File: config.mk
export PLATFORM = sky130hd
export DESIGN_NAME = tdc_dialer
export DESIGN_NICKNAME = d
export VERILOG_FILES = /design/src/tdc_pkg.sv /design/src/tdc_sync.sv /design/src/tdc_dialer.sv
export SDC_FILE = /design/constraint.sdc
export NUM_CORES = 1
export LEC_CHECK = 0
export BUFFER_PORTS_ARGS = -buffer_cell sky130_fd_sc_hd__buf_2
export CAP_MARGIN = 15
export CORE_ASPECT_RATIO = 0.5
export CORE_MARGIN = 2
export CORE_UTILIZATION = 49
export CTS_CLUSTER_DIAMETER = 80
export DETAILED_ROUTE_END_ITERATION = 6
export GPL_TIMING_DRIVEN = 0
export PLACE_DENSITY = 0.77
export SYNTH_ARGS = -nofsm -noshare
export SYNTH_HDL_FRONTEND = slang
export SYNTH_SLANG_ARGS = --single-unit
File: constraint.sdc
create_clock -name clk -period 2.2 [get_ports clk]
set_clock_uncertainty 0.2 [all_clocks]
set_input_delay 0.44 -clock clk [delete_from_list [all_inputs] [get_ports clk]]
set_output_delay 0.44 -clock clk [all_outputs]
set_load 0.02 [all_outputs]
File: src/tdc_pkg.sv
// Constants and types for the telephone dialer control block
`default_nettype none
package tdc_pkg;
   // Notes on behaviour
   // - Dialer status bits 0, 2, 4 read live hand-free, hold and hook levels; bits 1, 3 the states
   // - Auto-select bit 5 set: line follows combination; clear: line low unless line control is active
   // - Bit 6 drives dial-pulse open drain: one floats, zero pulls low
   // - Bit 7 drives speech mute open drain: one floats, zero pulls low
   // - Combination breaks the line only on-hook with no hand-free or hold
   // - On-hook with hold active: hold falling edge raises no dialer irq
   // - Dialer state machine runs in normal, green, sleep; frozen in idle
   // - Line control register: bit 7 enable, bits 6..0 read zero
   // - Line control source: timer in normal/green, wake or timer in
   //      sleep, wake in idle
   // - Active enabled line-control source drives line make output high
   // - Writing zero to line control enable ends it; line output low unless auto-select and combination hold it
   // - Seconds timer register: bit 5 enable, bits 6 and 4..0 read zero
   // - Enabled timer times out every 1000 ms, setting request and flag
   // - Seconds timer interrupt uses vector 14h
   // - Service clears the request only; software clears time-out flag
   // - A left-set time-out flag does not block the next interrupt
   // - Hook rising edge: on-hook; falling: off-hook, clear both; irq
   // - Hand-free pulse clears hold, toggles hand-free, raises irq 18h
   // - Hold low pulse clears hand-free, toggles hold, irq; line made

   // Register indices; byte address is four times the index
   localparam int TDC_AW = 6;
   localparam logic [TDC_AW-1:0] TDC_IDX_DIALER = 6'h16;
   localparam logic [TDC_AW-1:0] TDC_IDX_LINE = 6'h22;
   localparam logic [TDC_AW-1:0] TDC_IDX_SEC = 6'h24;

   // Field positions
   localparam int TDC_B_HFR = 0;
   localparam int TDC_B_HFS = 1;
   localparam int TDC_B_HLR = 2;
   localparam int TDC_B_HLS = 3;
   localparam int TDC_B_HOOK = 4;
   localparam int TDC_B_AUTO = 5;
   localparam int TDC_B_DNP = 6;
   localparam int TDC_B_MUTE = 7;
   localparam int TDC_B_LCEN = 7;
   localparam int TDC_B_SECEN = 5;
   localparam int TDC_B_SECTO = 7;

   // Pin order inside the synchroniser vector
   localparam int TDC_PIN_COUNT = 3;
   localparam int TDC_PIN_HOOK = 0;
   localparam int TDC_PIN_HFR = 1;
   localparam int TDC_PIN_HLR = 2;

   // Reset values
   localparam logic TDC_RST_AUTO = 1'b1;
   localparam logic TDC_RST_DNP = 1'b1;
   localparam logic TDC_RST_MUTE = 1'b1;

   // Operating modes
   localparam logic [1:0] TDC_MODE_NORMAL = 2'h0;
   localparam logic [1:0] TDC_MODE_GREEN = 2'h1;
   localparam logic [1:0] TDC_MODE_SLEEP = 2'h2;
   localparam logic [1:0] TDC_MODE_IDLE = 2'h3;

   // Interrupt vectors
   localparam logic [7:0] TDC_VEC_SEC = 8'h14;
   localparam logic [7:0] TDC_VEC_DIAL = 8'h18;

   // Timing
   localparam int TDC_TIMEOUT_MS = 1000;
   localparam int TDC_CLK_KHZ = 50000;
   localparam int TDC_SEC_CYCLES = TDC_TIMEOUT_MS * TDC_CLK_KHZ;

   typedef enum logic [1:0]
   {
      TDC_ON_HOOK = 2'b01,
      TDC_OFF_HOOK = 2'b10
   } tdc_hook_type;
endpackage
`default_nettype wire

File: src/tdc_sync.sv
// Pin synchroniser with edge detection for the dialer inputs
`default_nettype none
module tdc_sync
   #(
   parameter int WIDTH = 3
   )
   (
   input wire logic clk,
   input wire logic rst,
   input wire logic [WIDTH-1:0] async_in,
   output logic [WIDTH-1:0] level,
   output logic [WIDTH-1:0] rise,
   output logic [WIDTH-1:0] fall,
   output logic ready
   );
   logic [WIDTH-1:0] meta;
   logic [WIDTH-1:0] prev;
   logic [2:0] fill;

   // Meta feeds only the second stage
   always_ff @(posedge clk)
   begin
      if (rst)
      begin
         meta <= '0;
         level <= '0;
         prev <= '0;
      end
      else
      begin
         meta <= async_in;
         level <= meta;
         prev <= level;
      end
   end

   // Edges are held off until all stages carry real pin data
   always_ff @(posedge clk)
   begin
      if (rst)
         fill <= 3'h0;
      else
         fill <= {fill[1:0], 1'b1};
   end

   assign ready = fill[2];
   assign rise = level & ~prev & {WIDTH{ready}};
   assign fall = ~level & prev & {WIDTH{ready}};
endmodule
`default_nettype wire

File: src/tdc_dialer.sv
// Telephone dialer control: pins, line control, seconds timer, registers
`default_nettype none
module tdc_dialer
   import tdc_pkg::*;
   #(
   parameter int unsigned SEC_CYCLES = TDC_SEC_CYCLES
   )
   (
   input wire logic clk,
   input wire logic rst,
   input wire logic [TDC_AW-1:0] avs_address,
   input wire logic avs_read,
   input wire logic avs_write,
   input wire logic [31:0] avs_writedata,
   input wire logic [3:0] avs_byteenable,
   output logic [31:0] avs_readdata,
   output logic avs_waitrequest,
   input wire logic hook_switch_in,
   input wire logic handsfree_request_in,
   input wire logic hold_request_in,
   input wire logic [1:0] op_mode,
   input wire logic port_a_wakeup,
   input wire logic seconds_irq_ack,
   input wire logic dialer_irq_ack,
   output logic line_make_out,
   output logic handsfree_state_out,
   output logic hold_state_out,
   input wire logic dial_pulse_out_in,
   output logic dial_pulse_out_o,
   output logic dial_pulse_out_oe,
   input wire logic speech_mute_out_in,
   output logic speech_mute_out_o,
   output logic speech_mute_out_oe,
   output logic seconds_irq_request,
   output logic [7:0] seconds_irq_vector,
   output logic dialer_irq_request,
   output logic [7:0] dialer_irq_vector
   );
   localparam int CW = $clog2(SEC_CYCLES);

   logic [TDC_PIN_COUNT-1:0] pin_lvl;
   logic [TDC_PIN_COUNT-1:0] pin_rise;
   logic [TDC_PIN_COUNT-1:0] pin_fall;
   logic sync_ready;
   logic acc_req;
   logic wr_go;
   logic [7:0] wd;
   logic [7:0] rd_byte;
   logic line_out_auto_sel;
   logic dial_pulse_sw_level;
   logic mute_sw_level;
   logic line_ctl_enable;
   logic line_ctl_active;
   logic lc_src;
   logic seconds_timer_enable;
   logic seconds_timeout_flag;
   logic [CW-1:0] sec_count;
   logic sec_tick;
   tdc_hook_type dstate;
   tdc_hook_type next_dstate;
   logic on_hook;
   logic line_combo;
   logic dial_active;
   logic hold_ok;
   logic hold_silent;
   logic dial_evt;
   logic next_line_make;

   function automatic logic wr_to(input logic go,
      input logic [TDC_AW-1:0] a, input logic [TDC_AW-1:0] idx);
      wr_to = go && (a == idx);
   endfunction

   // ------------------------------------------------------------------
   // Pin synchronisers
   // ------------------------------------------------------------------
   tdc_sync #(.WIDTH(TDC_PIN_COUNT)) u_sync
   (
      .clk(clk),
      .rst(rst),
      .async_in({hold_request_in, handsfree_request_in, hook_switch_in}),
      .level(pin_lvl),
      .rise(pin_rise),
      .fall(pin_fall),
      .ready(sync_ready)
   );

   // ------------------------------------------------------------------
   // Avalon slave: one wait cycle, then the access completes
   // ------------------------------------------------------------------
   assign acc_req = (avs_read || avs_write) && avs_waitrequest;
   assign wr_go = avs_write && !avs_waitrequest && avs_byteenable[0];
   assign wd = avs_writedata[7:0];

   always_ff @(posedge clk)
   begin
      if (rst)
         avs_waitrequest <= 1'b1;
      else
         avs_waitrequest <= !acc_req;
   end

   always_comb
   begin
      rd_byte = 8'h00;
      if (avs_address == TDC_IDX_DIALER)
      begin
         rd_byte[TDC_B_HFR] = pin_lvl[TDC_PIN_HFR];
         rd_byte[TDC_B_HFS] = handsfree_state_out;
         rd_byte[TDC_B_HLR] = pin_lvl[TDC_PIN_HLR];
         rd_byte[TDC_B_HLS] = hold_state_out;
         rd_byte[TDC_B_HOOK] = pin_lvl[TDC_PIN_HOOK];
         rd_byte[TDC_B_AUTO] = line_out_auto_sel;
         rd_byte[TDC_B_DNP] = dial_pulse_sw_level;
         rd_byte[TDC_B_MUTE] = mute_sw_level;
      end
      else if (avs_address == TDC_IDX_LINE)
         rd_byte[TDC_B_LCEN] = line_ctl_enable;
      else if (avs_address == TDC_IDX_SEC)
      begin
         rd_byte[TDC_B_SECEN] = seconds_timer_enable;
         rd_byte[TDC_B_SECTO] = seconds_timeout_flag;
      end
   end

   // Unmapped addresses read zero
   always_ff @(posedge clk)
   begin
      if (rst)
         avs_readdata <= 32'h00000000;
      else if (acc_req && avs_read)
         avs_readdata <= {24'h000000, rd_byte};
   end

   // ------------------------------------------------------------------
   // Software control bits
   // ------------------------------------------------------------------
   always_ff @(posedge clk)
   begin
      if (rst)
      begin
         line_out_auto_sel <= TDC_RST_AUTO;
         dial_pulse_sw_level <= TDC_RST_DNP;
         mute_sw_level <= TDC_RST_MUTE;
         line_ctl_enable <= 1'b0;
         seconds_timer_enable <= 1'b0;
      end
      else
      begin
         if (wr_to(wr_go, avs_address, TDC_IDX_DIALER))
         begin
            line_out_auto_sel <= wd[TDC_B_AUTO];
            dial_pulse_sw_level <= wd[TDC_B_DNP];
            mute_sw_level <= wd[TDC_B_MUTE];
         end
         if (wr_to(wr_go, avs_address, TDC_IDX_LINE))
            line_ctl_enable <= wd[TDC_B_LCEN];
         if (wr_to(wr_go, avs_address, TDC_IDX_SEC))
            seconds_timer_enable <= wd[TDC_B_SECEN];
      end
   end

   // Open-drain pins only ever pull low
   always_ff @(posedge clk)
   begin
      if (rst)
      begin
         dial_pulse_out_o <= 1'b0;
         dial_pulse_out_oe <= 1'b0;
         speech_mute_out_o <= 1'b0;
         speech_mute_out_oe <= 1'b0;
      end
      else
      begin
         dial_pulse_out_o <= 1'b0;
         dial_pulse_out_oe <= !dial_pulse_sw_level;
         speech_mute_out_o <= 1'b0;
         speech_mute_out_oe <= !mute_sw_level;
      end
   end

   // ------------------------------------------------------------------
   // Seconds timer
   // ------------------------------------------------------------------
   always_ff @(posedge clk)
   begin
      if (rst || !seconds_timer_enable)
      begin
         sec_count <= '0;
         sec_tick <= 1'b0;
      end
      else if (sec_count == CW'(SEC_CYCLES - 1))
      begin
         sec_count <= '0;
         sec_tick <= 1'b1;
      end
      else
      begin
         sec_count <= sec_count + 1'b1;
         sec_tick <= 1'b0;
      end
   end

   // Set wins over both clears; request ignores the flag's state
   always_ff @(posedge clk)
   begin
      if (rst)
      begin
         seconds_timeout_flag <= 1'b0;
         seconds_irq_request <= 1'b0;
         seconds_irq_vector <= TDC_VEC_SEC;
      end
      else
      begin
         seconds_irq_vector <= TDC_VEC_SEC;
         if (sec_tick)
            seconds_timeout_flag <= 1'b1;
         else if (wr_to(wr_go, avs_address, TDC_IDX_SEC))
            seconds_timeout_flag <= wd[TDC_B_SECTO];
         if (sec_tick)
            seconds_irq_request <= 1'b1;
         else if (seconds_irq_ack)
            seconds_irq_request <= 1'b0;
      end
   end

   // ------------------------------------------------------------------
   // Line control
   // ------------------------------------------------------------------
   always_comb
   begin
      if (op_mode == TDC_MODE_NORMAL || op_mode == TDC_MODE_GREEN)
         lc_src = sec_tick;
      else if (op_mode == TDC_MODE_SLEEP)
         lc_src = port_a_wakeup || sec_tick;
      else
         lc_src = port_a_wakeup;
   end

   always_ff @(posedge clk)
   begin
      if (rst)
         line_ctl_active <= 1'b0;
      else if (wr_to(wr_go, avs_address, TDC_IDX_LINE) && !wd[TDC_B_LCEN])
         line_ctl_active <= 1'b0;
      else if (line_ctl_enable && lc_src)
         line_ctl_active <= 1'b1;
   end

   // ------------------------------------------------------------------
   // Dialer state machine
   // ------------------------------------------------------------------
   assign on_hook = (dstate == TDC_ON_HOOK);
   assign line_combo = !(on_hook && !handsfree_state_out
      && !hold_state_out);
   assign dial_active = (op_mode != TDC_MODE_IDLE) && sync_ready;
   assign hold_ok = pin_fall[TDC_PIN_HLR] && line_combo;
   assign hold_silent = on_hook && hold_state_out;
   assign dial_evt = dial_active && (pin_rise[TDC_PIN_HOOK]
      || pin_fall[TDC_PIN_HOOK] || pin_rise[TDC_PIN_HFR]
      || (hold_ok && !hold_silent));

   always_comb
   begin
      next_dstate = dstate;
      case (dstate)
         TDC_ON_HOOK:
            if (pin_fall[TDC_PIN_HOOK])
               next_dstate = TDC_OFF_HOOK;
         TDC_OFF_HOOK:
            if (pin_rise[TDC_PIN_HOOK])
               next_dstate = TDC_ON_HOOK;
         default:
            next_dstate = TDC_ON_HOOK;
      endcase
   end

   // Hook state is copied from the pin until the synchroniser is filled
   always_ff @(posedge clk)
   begin
      if (rst)
      begin
         dstate <= TDC_ON_HOOK;
         handsfree_state_out <= 1'b0;
         hold_state_out <= 1'b0;
      end
      else if (!sync_ready)
         dstate <= pin_lvl[TDC_PIN_HOOK] ? TDC_ON_HOOK : TDC_OFF_HOOK;
      else if (dial_active)
      begin
         dstate <= next_dstate;
         if (pin_fall[TDC_PIN_HOOK])
         begin
            handsfree_state_out <= 1'b0;
            hold_state_out <= 1'b0;
         end
         else if (!pin_rise[TDC_PIN_HOOK] && pin_rise[TDC_PIN_HFR])
         begin
            hold_state_out <= 1'b0;
            handsfree_state_out <= !handsfree_state_out;
         end
         else if (!pin_rise[TDC_PIN_HOOK] && hold_ok)
         begin
            handsfree_state_out <= 1'b0;
            hold_state_out <= !hold_state_out;
         end
      end
   end

   always_ff @(posedge clk)
   begin
      if (rst)
      begin
         dialer_irq_request <= 1'b0;
         dialer_irq_vector <= TDC_VEC_DIAL;
      end
      else
      begin
         dialer_irq_vector <= TDC_VEC_DIAL;
         if (dial_evt)
            dialer_irq_request <= 1'b1;
         else if (dialer_irq_ack)
            dialer_irq_request <= 1'b0;
      end
   end

   assign next_line_make = line_ctl_active
      || (line_out_auto_sel && line_combo);

   always_ff @(posedge clk)
   begin
      if (rst)
         line_make_out <= 1'b0;
      else
         line_make_out <= next_line_make;
   end
endmodule
`default_nettype wire

==> metrics.txt <==
result of the run=complete, no violations; number of antenna violations at the first check in global routing=0; synth unique cells=48; leading cell type in the layout, fill and taps excluded=dfxtp_1; post-route clock period utilization=0.927; instance count of the mapped netlist=347; type of element capturing the critical path=flop; launching point of the worst reg2reg path=sec_count[0]$_SDFF_PP0_; boundary pin count=114; share of flip-flops with an asynchronous set or reset after synthesis=0; global-route wire length before repair=~9000 µm; startpoint-to-endpoint class of the critical path=reg -> reg; commonest cells after routing, fill and taps aside=dfxtp_1 (64), buf_4 (46), conb_1 (42); diodes inserted=0; largest net degree at the start of global routing=13; time the final worst path needs with I/O delays and setup=roughly 2.0 ns; power density normalized to cell area=just over 700 mW/mm²; die area=between 0.006 and 0.007 mm²; number of enable flip-flop cells after synthesis=0; worst path setup slack after routing=approximately 0.16 ns; placement-stage worst setup slack=-0.129 ns; Endpoint, Worst Hold=u_sync.meta[0]$_SDFF_PP0_; number of buffers on the longest clock path=2; Cells on Worst Hold Path=2; iteration-0 DRC count of the detailed router=approximately 120; Critical Path RT=2.25 ns; GRT overflow=0; final HPWL from detailed placement=between 4000 and 5000 µm; synthesis warning total=0; fraction of final layout cells with drive strength greater than 1=0.249; mean routed wirelength per cell=11.3 µm; cell leakage power=around 1.6 nW; GRT Total Usage=0.171; placed insts=between 500 and 600; final slew viol count=0; CTS H-Tree Depth=3; Worst Max-Slew Pin Slew=approximately 0.53 ns; Worst Path Max Fanout=9; TritonCTS clock tree=done; final net count=493; 1st-pass router iterations=4; top achievable clock speed=roughly 490 MHz; sequential-to-total area share from yosys stat=0.425; post-detailed-route count of antenna-violating nets=0; Cell Count, Final, Fillers Out=between 500 and 600; clock buffers created by TritonCTS=9; clk sinks=64; worst hold path startpoint=hook_switch_in; Worst R2R Setup Slack=0.16 ns; clock transition at the register clock pins on the worst setup and hold paths after CTS=~0.05 ns; wirelength, routed=5850 µm; die span in y=slightly below 60 µm; hold buffer count at cts=0; clock insertion delay at the later pin of the skew report=~0.32 ns; standard-cell rows=20; Maximum Capacitance Violations=0; master cell of the clock root buffer=clkbuf_16; horizontal die dimension=between 100 and 150 µm; final weighted congestion in routability-driven placement=0.851; mean instance size in the synthesized netlist=8.68 µm²; Layout Utilization=0.622; remaining routing DRC violations=0; core area=between 0.006 and 0.007 mm²; starting utilization of the core area=0.501; total setup violations reported at the end of the flow=0; vias per std cell=around 5; worst relative slew slack=0.648; Critical Path AT=2.09 ns; Worst Reg-to-Reg Cells=6; Tightest Hold Check Type=in -> reg; port buffer count=37; crit path launch type=flop; via count of the first global-routing pass=between 2000 and 2500; detailed-route via count=approximately 2500; top flip-flop cell by instance count after synthesis=dfxtp_1; worst flop-to-flop path endpoint=sec_count[22]$_SDFF_PP0_; count of endpoints failing hold in the final timing report=0; Yosys reg bits=64; Peak VDD IR=between 0.4 and 0.5 mV; P&R area growth vs syn=24.1%; post-synthesis instance area=about 0.003 mm²; RSZ-0062 raised after global routing=no
==> cell type report <==
type	instances	area, µm²
inverters	9	33.8
fillers	535	2270
well taps	77	96.3
clock inverters	7	46.3
flip-flops and latches	64	1280
multi-input cells	260	1480
clock buffers	9	225
plain buffers	53	373
repair buffers	39	200
==> layer usage <==
metal  up-vias  GRT usage  part of all wire
met5         -          0                 0
met4         0     0.0568            0.0070
met3         4     0.0573             0.070
met2        83      0.297              0.46
met1      1131      0.202              0.47
li1       1322          -                 -
==> worst max path at each step <==
stage,slack [ns],cells past startpoint,end,from
CTS,0.04,7,sec_count[2]$_SDFF_PP0_,sec_count[0]$_SDFF_PP0_
floorplan,0.22,7,sec_count[10]$_SDFF_PP0_,sec_count[0]$_SDFF_PP0_
detailed placement,-0.13,7,sec_count[3]$_SDFF_PP0_,sec_count[0]$_SDFF_PP0_
finish,0.16,6,sec_count[22]$_SDFF_PP0_,sec_count[0]$_SDFF_PP0_
global route,0.03,6,sec_count[22]$_SDFF_PP0_,sec_count[0]$_SDFF_PP0_
global placement,-0.14,7,sec_count[7]$_SDFF_PP0_,sec_count[0]$_SDFF_PP0_
==> timing repair <==
item	CTS	global route
pin swaps	1	1
gates resized for setup	1	1
hold endpoints to repair	0	0
endpoints found under the setup margin	20	20
buffers inserted	0	2
==> Yosys cell counts (4+ instances only) <==
cell type,instances,area share
a21oi_1,27,0.045
buf_4,44,0.11
nand2b_1,6,0.012
nor3_1,5,0.0083
nand2_1,23,0.029
nor2b_1,16,0.033
nand4_1,13,0.027
mux2i_1,5,0.017
xnor2_1,4,0.012
or4_1,5,0.012
buf_2,5,0.0083
and4_1,4,0.012
nand3_1,18,0.030
nor4_1,4,0.0083
nor2_1,25,0.031
xor2_1,10,0.029
inv_1,8,0.010
o21ai_0,10,0.017
or3_1,7,0.015
dfxtp_1,64,0.43
o31ai_1,6,0.015
==> registers in the layout, indices dropped and copies added (netlist names), 2 cells and up <==
register / count
avs_readdata: 8
dstate: 2
sec_count: 26
u_sync.fill: 3
u_sync.level: 3
u_sync.meta: 3
u_sync.prev: 3
==> stage by stage <==
stage | power (W) | TNS [ns] | area, µm² | hold slack, ns
5_1_grt | 0.00276 | 0 | 3740 | 0.139
3_5_place_dp | 0.00144 | -1.90 | 3440 | 0.213
3_3_place_gp | 0.00143 | -2.20 | 3440 | 0.216
4_1_cts | 0.00269 | 0 | 3720 | 0.121
2_1_floorplan | 0.00139 | 0 | 3160 | 0.193
6_report | 0.00266 | 0 | 3740 | 0.133
==> kinds of logic after synthesis <==
logic type | Yosys count | share of synthesized area
adders and majority gates | 1 | 0.00415
xor gates and xnor gates | 14 | 0.0407
DFF | 64 | 0.425
and+or+nand+nor | 146 | 0.273
muxes | 5 | 0.0166
other | 2 | 0.00249
buffers and inverters | 63 | 0.135
AOI/OAI and AO/OA | 52 | 0.103
==> critical path, stage by stage (launching register included) <==
cell,delay (ns)
dfxtp_1,0.36
ha_1,0.22
nand4_1,0.14
or3_1,0.32
buf_2,0.18
or4_1,0.40
a21oi_1,0.15
==> power breakdown <==
part	total, W	internal (W)	switching (W)
sequential	0.00119	0.00118	0.0000117
combinational	0.000226	0.0000923	0.000133
clock	0.00125	0.000757	0.000490
total	0.00266	0.00203	0.000635
Power figures use the tool's default switching activity.
